`config.mk`:
```
export PLATFORM = sky130hd
export DESIGN_NAME = storage_access
export DESIGN_NICKNAME = d
export VERILOG_FILES = /design/src/logic/storage_pkg.sv /design/src/logic/osc_tick_gen.sv /design/src/logic/storage_access.sv
export SDC_FILE = /design/constraint.sdc
export NUM_CORES = 1
export LEC_CHECK = 0
export BUFFER_PORTS_ARGS = -buffer_cell sky130_fd_sc_hd__buf_2
export CORE_MARGIN = 1
export CORE_UTILIZATION = 40
export DETAILED_ROUTE_END_ITERATION = 8
export PLACE_DENSITY = 0.69
export SETUP_SLACK_MARGIN = 0.1
export SKIP_LAST_GASP = 1
export SLEW_MARGIN = 10
export SYNTH_ARGS = -nofsm -noshare
export SYNTH_HDL_FRONTEND = slang
export SYNTH_HIERARCHICAL = 1
export SYNTH_SLANG_ARGS = --single-unit
```
`constraint.sdc`:
```
create_clock -name ref_clk -period 2.16 [get_ports ref_clk]
set_input_delay 0.108 -clock ref_clk [delete_from_list [all_inputs] [get_ports ref_clk]]
set_output_delay 0.108 -clock ref_clk [all_outputs]
set_load 0.01 [all_outputs]
```
`src/logic/storage_pkg.sv`:
```
// Constants shared by the storage access controller
package storage_pkg;
  localparam logic [5:0] IO_CONTROL = 6'h1c;
  localparam logic [5:0] IO_DATA = 6'h1d;
  localparam logic [5:0] IO_ADDR_LO = 6'h1e;
  localparam logic [5:0] IO_ADDR_HI = 6'h1f;
  localparam logic [6:0] DATA_SPACE_OFFSET = 7'h20;
  localparam int ADDR_W = 10;
  localparam int BIT_READ = 0;
  localparam int BIT_WRITE = 1;
  localparam int BIT_ARM = 2;
  localparam int BIT_RIE = 3;
  localparam int HI_ADDR_BITS = 2;
  localparam logic [7:0] CONTROL_RESET = 8'h00;
  localparam logic [7:0] DATA_RESET = 8'h00;
  localparam logic [2:0] ARM_CYCLES = 3'h4;
  localparam logic [2:0] WRITE_STALL_CYCLES = 3'h2;
  localparam logic [2:0] READ_STALL_CYCLES = 3'h4;
  localparam int WRITE_OSC_CYCLES = 8448;
  localparam real WRITE_TIME_TYP_MS = 8.5;
  localparam real OSC_FREQ_MHZ = 1.0;
  localparam real CLK_FREQ_MHZ = 40.0;
  localparam int CLK_PER_OSC = int'(CLK_FREQ_MHZ / OSC_FREQ_MHZ);
endpackage

```
`src/logic/osc_tick_gen.sv`:
```
// Tick generator modelling the 1 MHz calibrated oscillator
`timescale 1ns/1ps
module osc_tick_gen
  import storage_pkg::*;
(
  input wire logic ref_clk,
  input wire logic rst,
  input wire logic ce,
  output logic tick
);
  logic [5:0] div_r;
  localparam logic [5:0] DIV_LAST = 6'(CLK_PER_OSC - 1);

  // Divide the CPU clock down to one tick per oscillator period
  always_ff @(posedge ref_clk) begin
    if (rst) begin
      div_r <= 6'h00;
      tick <= 1'b0;
    end else if (ce) begin
      tick <= (div_r == DIV_LAST);
      div_r <= (div_r == DIV_LAST) ? 6'h00 : div_r + 6'h01;
    end
  end
endmodule

```
`src/logic/storage_access.sv`:
```
// CPU access controller for the byte-wide nonvolatile data storage
// How it works
// - Ten-bit byte address from low plus two high bits
// - Data buffer holds write byte, receives read byte
// - Control bit 3 with global enable gates irq
// - Ready irq is level while strobe low
// - Write starts only if armed when strobed
// - Arm bit self-clears four cycles after set
// - No write while flash self-programming is active
// - Write strobe stays set until write time ends
// - Write strobe stalls CPU two cycles
// - Read strobe fetches byte within one instruction
// - Read stalls CPU four cycles
// - During write, reads refused, address frozen
// - Write time counts 8448 oscillator cycles
// - Registers at I/O 0x1c-0x1f, data space +0x20
`timescale 1ns/1ps
module storage_access
  import storage_pkg::*;
#(
  parameter int WRITE_OSC_COUNT = WRITE_OSC_CYCLES
)
(
  input wire logic ref_clk,
  input wire logic rst,
  input wire logic ce,
  input wire logic io_sel,
  input wire logic [6:0] io_addr,
  input wire logic io_wr,
  input wire logic io_rd,
  input wire logic [7:0] io_wdata,
  output logic [7:0] io_rdata,
  input wire logic global_irq_enable,
  input wire logic self_program_active,
  output logic cpu_stall,
  output logic ready_irq,
  output logic [ADDR_W-1:0] cell_addr,
  output logic [7:0] cell_wdata,
  output logic cell_we,
  output logic cell_re,
  input wire logic [7:0] cell_rdata
);
  typedef enum logic [1:0] {IDLE, WRITING} wr_state_e;
  wr_state_e state_r;
  logic [7:0] addr_lo_r;
  logic [HI_ADDR_BITS-1:0] addr_hi_r;
  logic [7:0] data_r;
  logic rie_r, arm_r, strobe_r;
  logic [2:0] arm_cnt_r, stall_cnt_r;
  logic [13:0] osc_cnt_r;
  logic osc_tick;
  logic [5:0] reg_idx;
  logic wr_ctl, wr_data, wr_lo, wr_hi, rd_trig, wr_start, busy;

  // Map an I/O or data-space address onto a register offset
  function automatic logic [5:0] io_index(input logic sel,
                                          input logic [6:0] a);
    io_index = sel ? a[5:0] : 6'(a - DATA_SPACE_OFFSET);
  endfunction

  // Decode one register write
  function automatic logic hit(input logic [5:0] idx,
                               input logic [5:0] off,
                               input logic wr);
    hit = wr && (idx == off);
  endfunction

  osc_tick_gen u_osc (
    .ref_clk(ref_clk),
    .rst(rst),
    .ce(ce),
    .tick(osc_tick)
  );

  // Register decode for both access spaces
  assign reg_idx = io_index(io_sel, io_addr);
  assign busy = (state_r == WRITING);
  assign wr_ctl = hit(reg_idx, IO_CONTROL, io_wr);
  assign wr_data = hit(reg_idx, IO_DATA, io_wr);
  assign wr_lo = hit(reg_idx, IO_ADDR_LO, io_wr) && !busy;
  assign wr_hi = hit(reg_idx, IO_ADDR_HI, io_wr) && !busy;
  assign rd_trig = wr_ctl && io_wdata[BIT_READ] && !busy;
  assign wr_start = wr_ctl && io_wdata[BIT_WRITE] && arm_r && !busy
                    && !self_program_active;

  // Address pair; left unreset as software must load it
  always_ff @(posedge ref_clk) begin
    if (ce && wr_lo) begin
      addr_lo_r <= io_wdata;
    end
    if (ce && wr_hi) begin
      addr_hi_r <= io_wdata[HI_ADDR_BITS-1:0];
    end
  end
  assign cell_addr = {addr_hi_r, addr_lo_r};

  // Data buffer: written by CPU, loaded by a read
  always_ff @(posedge ref_clk) begin
    if (rst) begin
      data_r <= DATA_RESET;
    end else if (ce) begin
      if (rd_trig) begin
        data_r <= cell_rdata;
      end else if (wr_data) begin
        data_r <= io_wdata;
      end
    end
  end
  assign cell_wdata = data_r;

  // Interrupt enable bit
  always_ff @(posedge ref_clk) begin
    if (rst) begin
      rie_r <= CONTROL_RESET[BIT_RIE];
    end else if (ce && wr_ctl) begin
      rie_r <= io_wdata[BIT_RIE];
    end
  end

  // Arm bit with four-cycle timeout
  always_ff @(posedge ref_clk) begin
    if (rst) begin
      arm_r <= CONTROL_RESET[BIT_ARM];
      arm_cnt_r <= 3'h0;
    end else if (ce) begin
      if (wr_ctl && io_wdata[BIT_ARM] && !arm_r) begin
        arm_r <= 1'b1;
        arm_cnt_r <= ARM_CYCLES - 3'h1;
      end else if (arm_r) begin
        if (arm_cnt_r == 3'h0) begin
          arm_r <= 1'b0;
        end else begin
          arm_cnt_r <= arm_cnt_r - 3'h1;
        end
      end
    end
  end

  // Self-timed write on oscillator ticks
  always_ff @(posedge ref_clk) begin
    if (rst) begin
      state_r <= IDLE;
      strobe_r <= CONTROL_RESET[BIT_WRITE];
      osc_cnt_r <= 14'h0000;
    end else if (ce) begin
      unique case (state_r)
        IDLE: begin
          if (wr_start) begin
            state_r <= WRITING;
            strobe_r <= 1'b1;
            osc_cnt_r <= 14'(WRITE_OSC_COUNT - 1);
          end
        end
        WRITING: begin
          if (osc_tick) begin
            if (osc_cnt_r == 14'h0000) begin
              state_r <= IDLE;
              strobe_r <= 1'b0;
            end else begin
              osc_cnt_r <= osc_cnt_r - 14'h0001;
            end
          end
        end
        default: begin
          state_r <= IDLE;
        end
      endcase
    end
  end
  assign cell_we = ce && wr_start;
  assign cell_re = ce && rd_trig;

  // CPU stall counter after strobes
  always_ff @(posedge ref_clk) begin
    if (rst) begin
      stall_cnt_r <= 3'h0;
    end else if (ce) begin
      if (rd_trig) begin
        stall_cnt_r <= READ_STALL_CYCLES;
      end else if (wr_start) begin
        stall_cnt_r <= WRITE_STALL_CYCLES;
      end else if (stall_cnt_r != 3'h0) begin
        stall_cnt_r <= stall_cnt_r - 3'h1;
      end
    end
  end
  assign cpu_stall = (stall_cnt_r != 3'h0);

  // Level ready interrupt
  assign ready_irq = rie_r && global_irq_enable && !strobe_r;

  // Register read mux; reserved bits zero, strobe bit 0 reads zero
  always_ff @(posedge ref_clk) begin
    if (rst) begin
      io_rdata <= 8'h00;
    end else if (ce && io_rd) begin
      unique case (reg_idx)
        IO_CONTROL: io_rdata <= {4'h0, rie_r, arm_r, strobe_r, 1'b0};
        IO_DATA: io_rdata <= data_r;
        IO_ADDR_LO: io_rdata <= addr_lo_r;
        IO_ADDR_HI: io_rdata <= {6'h00, addr_hi_r};
        default: io_rdata <= 8'h00;
      endcase
    end
  end

  // Checks
  // Data register as seen from the data space
  localparam logic [6:0] DS_DATA = 7'({1'b0, IO_DATA} + DATA_SPACE_OFFSET);

  // Ticks seen during the current write, for the duration check
  logic [13:0] tick_seen_r;
  always_ff @(posedge ref_clk) begin
    if (rst) begin
      tick_seen_r <= 14'h0000;
    end else if (ce) begin
      if (wr_start) begin
        tick_seen_r <= 14'h0000;
      end else if (busy && osc_tick) begin
        tick_seen_r <= tick_seen_r + 14'h0001;
      end
    end
  end

  AST_ARM_TIMEOUT: assert property (
    @(posedge ref_clk) disable iff (rst)
    $rose(arm_r) && ce ##1 ce[*3] |=> !arm_r)
    else $error("arm bit did not clear after four cycles");

  AST_ARM_SET: assert property (
    @(posedge ref_clk) disable iff (rst)
    ce && wr_ctl && io_wdata[BIT_ARM] && !arm_r |=> arm_r)
    else $error("arm bit not set by software write");

  AST_NO_WRITE_UNARMED: assert property (
    @(posedge ref_clk) disable iff (rst)
    cell_we |-> arm_r)
    else $error("write started without arm");

  AST_STROBE_ARMED: assert property (
    @(posedge ref_clk) disable iff (rst)
    $rose(strobe_r) |-> $past(arm_r))
    else $error("write strobe set while unarmed");

  AST_WRITE_STALL: assert property (
    @(posedge ref_clk) disable iff (rst)
    ce && wr_start |=> cpu_stall)
    else $error("no stall after write strobe");

  AST_WRITE_STALL_END: assert property (
    @(posedge ref_clk) disable iff (rst)
    ce && wr_start ##1 ce[*2] |=> !cpu_stall)
    else $error("write stall too long");

  AST_READ_STALL: assert property (
    @(posedge ref_clk) disable iff (rst)
    ce && rd_trig ##1 ce[*3] |=> cpu_stall)
    else $error("read stall too short");

  AST_READ_STALL_END: assert property (
    @(posedge ref_clk) disable iff (rst)
    ce && rd_trig ##1 (ce && !rd_trig && !wr_start)[*4] |=> !cpu_stall)
    else $error("read stall too long");

  AST_IRQ_LEVEL: assert property (
    @(posedge ref_clk) disable iff (rst)
    ready_irq |-> !strobe_r && rie_r)
    else $error("irq while write in progress");

  AST_IRQ_RAISE: assert property (
    @(posedge ref_clk) disable iff (rst)
    rie_r && global_irq_enable && !strobe_r |-> ready_irq)
    else $error("ready irq missing while idle");

  AST_IRQ_GATED: assert property (
    @(posedge ref_clk) disable iff (rst)
    !global_irq_enable |-> !ready_irq)
    else $error("irq without global enable");

  AST_RIE_LOAD: assert property (
    @(posedge ref_clk) disable iff (rst)
    ce && wr_ctl |=> rie_r == $past(io_wdata[BIT_RIE]))
    else $error("irq enable bit not loaded");

  AST_NO_READ_BUSY: assert property (
    @(posedge ref_clk) disable iff (rst)
    cell_re |-> !busy)
    else $error("read during write");

  AST_ADDR_FROZEN: assert property (
    @(posedge ref_clk) disable iff (rst)
    busy && $past(busy) |-> $stable(cell_addr))
    else $error("address changed during write");

  AST_ADDR_LOAD_LO: assert property (
    @(posedge ref_clk) disable iff (rst)
    ce && wr_lo |=> addr_lo_r == $past(io_wdata))
    else $error("low address not loaded");

  AST_ADDR_LOAD_HI: assert property (
    @(posedge ref_clk) disable iff (rst)
    ce && wr_hi |=> addr_hi_r == $past(io_wdata[HI_ADDR_BITS-1:0]))
    else $error("high address not loaded");

  AST_DATA_LOAD: assert property (
    @(posedge ref_clk) disable iff (rst)
    ce && wr_data && !rd_trig |=> data_r == $past(io_wdata))
    else $error("data buffer not loaded");

  AST_STROBE_HOLD: assert property (
    @(posedge ref_clk) disable iff (rst)
    $rose(strobe_r) |=> strobe_r[*8])
    else $error("write strobe dropped early");

  AST_STROBE_TICK: assert property (
    @(posedge ref_clk) disable iff (rst)
    $fell(strobe_r) |-> $past(osc_tick))
    else $error("write strobe cleared off a tick");

  AST_OSC_COUNT: assert property (
    @(posedge ref_clk) disable iff (rst)
    $fell(strobe_r) |-> tick_seen_r == 14'(WRITE_OSC_COUNT))
    else $error("write time not equal to tick count");

  AST_READ_DATA: assert property (
    @(posedge ref_clk) disable iff (rst)
    cell_re |=> data_r == $past(cell_rdata))
    else $error("read byte not loaded");

  AST_SPM_BLOCK: assert property (
    @(posedge ref_clk) disable iff (rst)
    cell_we |-> !self_program_active)
    else $error("write during self programming");

  AST_RESERVED_READ: assert property (
    @(posedge ref_clk) disable iff (rst)
    ce && io_rd && reg_idx == IO_CONTROL
    |=> io_rdata[7:4] == 4'h0 && !io_rdata[BIT_READ])
    else $error("reserved control bits not zero");

  AST_DATA_SPACE: assert property (
    @(posedge ref_clk) disable iff (rst)
    !io_sel && io_addr == DS_DATA |-> wr_data == io_wr)
    else $error("data space alias not decoded");

  AST_CE_FREEZE: assert property (
    @(posedge ref_clk) disable iff (rst)
    !ce |=> $stable(state_r) && $stable(arm_r) && $stable(data_r)
    && $stable(stall_cnt_r))
    else $error("state moved with clock enable low");

  // Main scenarios
  COV_WRITE: cover property (@(posedge ref_clk) cell_we);
  COV_READ: cover property (@(posedge ref_clk) cell_re);
  COV_WRITE_DONE: cover property (@(posedge ref_clk) $fell(strobe_r));
  COV_ARM_TIMEOUT: cover property (@(posedge ref_clk) $fell(arm_r));
endmodule

```
Word level (Yosys, flattened, before mapping)
Index checks and enable logic that the tools add are counted.

word-level totals
  register bits after elaboration = 58
  input port bits = 31
  output and inout bits = 30
  word-level logic and storage cells = 95

operators by class
  $add $sub $neg = 5
  eq/ne operators = 11
  muxes and demuxes = 26
  reduce and logical (&&, ||, !) cells = 40

operator list
  operator                                                count
  2-to-1 mux 14 bit                                       3
  case mux 8 bit (4 select lines)                         1
  case mux 14 bit (2 select lines)                        1
  == test 6 x 5 -> 1 bit (second input constant)          4
  logical AND 1 bit                                       22
  2-to-1 mux 3 bit                                        6
  2-to-1 mux 8 bit                                        2
  logical NOT 14 bit                                      1
  subtractor 14 x 1 -> 14 bit (second input constant)     1
  2-to-1 mux 6 bit                                        2
  AND reduction 5 bit                                     2
  adder 6 x 1 -> 6 bit (second input constant)            1
  == test 6 bit (second input constant)                   1
  2-to-1 mux 1 bit                                        6
  2-to-1 mux 2 bit                                        3
  inequality test 2 bit (second input constant)           3
  nonzero test 2 bit                                      3
  nonzero test 3 bit                                      2
  subtractor 3 x 1 -> 3 bit (second input constant)       2
  subtractor 6 bit (second input constant)                1
  logical NOT 1 bit                                       4
  inequality test 2 x 1 -> 1 bit (second input constant)  2
  case mux 2 bit (2 select lines)                         1
  AND reduction 2 bit                                     2
  6 further kinds                                         6

Logic depth before layout (Yosys ltp)
  depth in word-level cells = 10
  mapped depth = 9
  gate-level depth less buffers = 7

By module
Netlist, hierarchy kept.

modules (own cells, without submodules)
  module          times used  cells an instance  area each (um^2)  seq. area each (um^2)
  storage_access  1           271                2,483.6           1,081.0
  osc_tick_gen    1           30                 321.6             140.1

Least setup slack after synthesis
OpenSTA, ideal clock, no wires.

  path kind = register -> register
  start = reg osc_cnt_r[1]
  end = reg osc_cnt_r[4]
  setup time = 58 ps
  arrival = 2,177 ps
  required time = 2,102 ps
  path slack = -75 ps
  stages on the path, launching flop included = 10
  buffers on the path = 2
  period minus slack after synthesis = 2,235 ps
  path through = dfxtp_1 inv_1 ha_1 or4b_1 or4_4 buf_6 and2_4 buf_6 a41oi_2 o21a_1

between the ends
  word-level cells in the longest chain between the ends = 4
  elaborated cells between the ends (all ways) = 7
  those cells by class = 1 x add/sub; 1 x eq/ne; 3 x mux; 2 x reduce/logical

RTL lines
  item                              line                   source
  from (decl)                       storage_access.sv:50   logic [13:0] osc_cnt_r;
  from (signal assigned)            storage_access.sv:151  osc_cnt_r <= 14'(WRITE_OSC_COUNT - 1);
  from (signal assigned)            storage_access.sv:160  osc_cnt_r <= osc_cnt_r - 14'h0001;
  subtractor 14 x 1 -> 14 bit       storage_access.sv:160
  2-to-1 mux 14 bit                 storage_access.sv:156  if (osc_cnt_r == 14'h0000) begin
  2-to-1 mux 14 bit                 storage_access.sv:155  if (osc_tick) begin
  case mux 14 bit (2 select lines)  storage_access.sv:146  unique case (state_r)

Several ways; a longest one is shown, not always the timed one. The select of a mux whose other input is x is not followed.
A chain may end at the register's enable or synchronous reset.

Worst setup path after layout
  start = reg osc_cnt_r[1]
  end = reg osc_cnt_r[7]

The elaborated chain is that of the path after synthesis.

==> impl_metrics.py <==
metrics = {
    "sta": {
        "hold_viol_final": 0,
        "finClkSkew_ps": 13.30,
        "fin_setup_tns_ps": 0,
        "setup_viol": 0,
        "slew_violations": 0,
        "max_clock_freq_mhz": 468.5,
        "final.min_clock_period_ps": 2135,
        "tightest_slew_ps": 561.3,
        "max-slew-margin-rel": 0.6250,
        "post-route-period-util": 0.9883,
        "rsz0062_at_grt": "true",
    },
    "detailed_routing": {
        "viasPerCell": 5.362,
        "dr_total_vias": 2536,
        "ant_nets": 0,
        "drt-initial-drc-count": 103,
        "post-route-drc-count": 0,
        "totalWireLength_um": 6816,
        "dr.pass1.iters": 4,
        "avgRoutedWirePerCell_um": 14.41,
    },
    "yosys": {
        "synth_cells": 301,
        "synth_largest_area_cell": "dfxtp_1",
        "ys_seq_area_frac": 0.4353,
        "ys_ff_latch": 56,
        "synth_area_per_cell_um2": 9.320,
        "ys_top_cells_by_area": "dfxtp_1 33%, edfxtp_1 11%, nor2_1 4.7%",
        "synth-main-ff-cell": "dfxtp_1",
        "synth_top_area_share": 0.3283,
        "syn-num-nets": 339,
        "synth.cell_area_um2": 2805,
        "yosys_warnings": 6,
        "yosysUniqueCellTypes": 58,
        "synth-edff-count": 10,
        "async_flop_share": 0,
    },
    "global_routing": {
        "antenna_found_initial": 0,
        "grt_pass1_vias": 2342,
        "grt_pass1_wl_um": 11120,
        "grt_max_degree": 24,
        "gr-total-overflow": 0,
        "grt.total_usage": 0.1924,
    },
    "setup_path": {
        "cp.required_ps": 2380,
        "cp_max_fo": 7,
        "path_buf_inv": 1,
        "r2r_start": "osc_cnt_r[1]",
        "cp_top_family": "simple AND/OR/NAND/NOR gates",
        "max_stage_delay_ps": 570,
        "path_cells": "inv_2 -> ha_4 -> or4b_4 -> or4_4 -> o2bb2ai_4 -> o21a_1 -> o21a_1",
        "cp-start-kind": "flip-flop",
        "crit_type": "reg2reg",
        "crit_start": "osc_cnt_r[1]",
        "crit_path_end_kind": "flip-flop",
        "cp_slowest_cell": "or4_4",
        "cp.arrival_ps": 2360,
        "crit_path_frequent_cell": "o21a_1",
    },
    "final_layout": {
        "fill_cells": 637,
        "seq_area_um2": 1224,
        "syn2layout_area_growth_pct": 25.78,
        "fin_nets": 414,
        "multi_input_area_um2": 1545,
        "final_common_cell": "buf_2",
        "mostFrequentLayoutCells": "59 x buf_2, 44 x dfxtp_1, 34 x nor2_1",
        "num_antenna_cells": 0,
        "layout-drive-gt1-share": 0.3156,
        "finish.instance_area_um2": 3528,
    },
    "job": {
        "drv_cap": 0,
    },
    "power": {
        "power.density_nw_per_um2": 548.0,
        "ir_drop_mv": 0.2705,
        "leakage_uw": 0.001415,
    },
    "clock_network": {
        "clock_latency_ps": 320,
        "clk_pin_slew_ps": 110,
        "cts-root-buf": "clkbuf_8",
        "cts_made_buffers": 5,
        "clock_path_buffers": 2,
        "cts.sinks": 56,
        "h-tree-depth": 2,
        "cts_tree": "yes",
    },
    "die": {
        "num_rows": 30,
        "core_area_um2": 6794,
        "initial_core_util": 0.4129,
        "die_y_um": 85.75,
        "dieArea_um2": 7352,
        "die_w_um": 85.75,
        "pin_count": 61,
    },
    "worst_hold_path": {
        "hold_start": "io_wdata[1]",
        "min_path_type": "in2reg",
    },
    "placement": {
        "io_buffers": 59,
        "placed_area_um2": 3261,
        "dpl.hpwl_um": 4860,
        "place.gp.congestion": 0.8476,
    },
    "outcome": {
        "run_status": "finished clean",
    },
}
[area by class of cell]
| cell class | instances | share of cell area |
|---|---|---|
| Clock buffer | 5 | 0.01950 |
| Tap cell | 96 | 0.03404 |
| Sequential cell | 56 | 0.3468 |
| Clock inverter | 3 | 0.006738 |
| Timing Repair Buffer | 84 | 0.1411 |
| Inverter | 13 | 0.01383 |
| Multi-Input combinational cell | 216 | 0.4379 |
[cell families after synthesis]
| kind of cell | Yosys count | share of synthesized area |
|---|---|---|
| xor+xnor | 9 | 0.02810 |
| simple gates | 110 | 0.2105 |
| fa+ha+maj | 7 | 0.03122 |
| flops | 56 | 0.4353 |
| mux | 14 | 0.05486 |
| compound gates | 75 | 0.1927 |
| buf+inv | 30 | 0.04728 |
[state kept, by name (all words and copies together) (netlist names)]
name and cells:
osc_cnt_r 14, stall_cnt_r 3, strobe_r 1, u_osc/tick 1, rie_r 1, io_rdata 8
arm_r 1, arm_cnt_r 3, cell_wdata 8, u_osc/div_r 6, addr_hi_r 2, addr_lo_r 8
[routing by layer]
metal	track usage	wire length (um)	up-vias
met4	0.06061	104	0
li1	-	-	1266
met3	0.03850	327	9
met5	0	0	-
met2	0.3265	3302	65
met1	0.2464	3082	1196
[repair_timing]
item,4_1_cts,5_1_grt
endpoints found under the setup margin,11,15
hold buffers,6,0
endpoints found under the hold margin,6,0
pin swaps,7,2
setup buffers,3,2
gates resized for setup,9,3
cloned,1,0
[synthesized netlist by cell type (all sizes together) (5+ instances only)]
library cell  number
nor2b              5
dfxtp             46
a311oi             6
nand2             17
a211oi            10
nand4              8
nor2              35
inv               13
o21a               7
xor2               8
nand3              6
o21ai             10
a21oi             15
edfxtp            10
ha                 7
a22oi              8
mux2i             12
clkbuf            13
nor3              15
[report_power, final]
group / switching [uW] / internal (uW) / total [uW]
Clock: 354 / 230 / 584
Combinational: 140 / 110 / 250
Sequential: 13.1 / 1090 / 1100
Total: 507 / 1430 / 1930
[metrics by stage]
step                setup WS (ps)  total power (uW)  cells  hold WS, ps    util
CTS                         8.448              1948    471        18.71  0.5158
finish                      25.31              1933    473        22.29  0.5193
global placement            30.77              1357    453        300.2  0.4799
floorplan                   17.96              1275    301        180.4       -
detailed placement        -0.3997              1363    453        302.7  0.4799
global route               -23.76              2031    473        14.07  0.5193
[final timing paths]
| kind | slack, ps | to | depth (start not counted) |
|---|---|---|---|
| hold / removal | 20 | addr_lo_r[1] | 1 |
| setup / recovery | 30 | osc_cnt_r[7] | 7 |
| hold reg to reg | 480 | stall_cnt_r[0] | 2 |
| setup reg to reg | 30 | osc_cnt_r[7] | 7 |
Power figures use the tool's default switching activity.
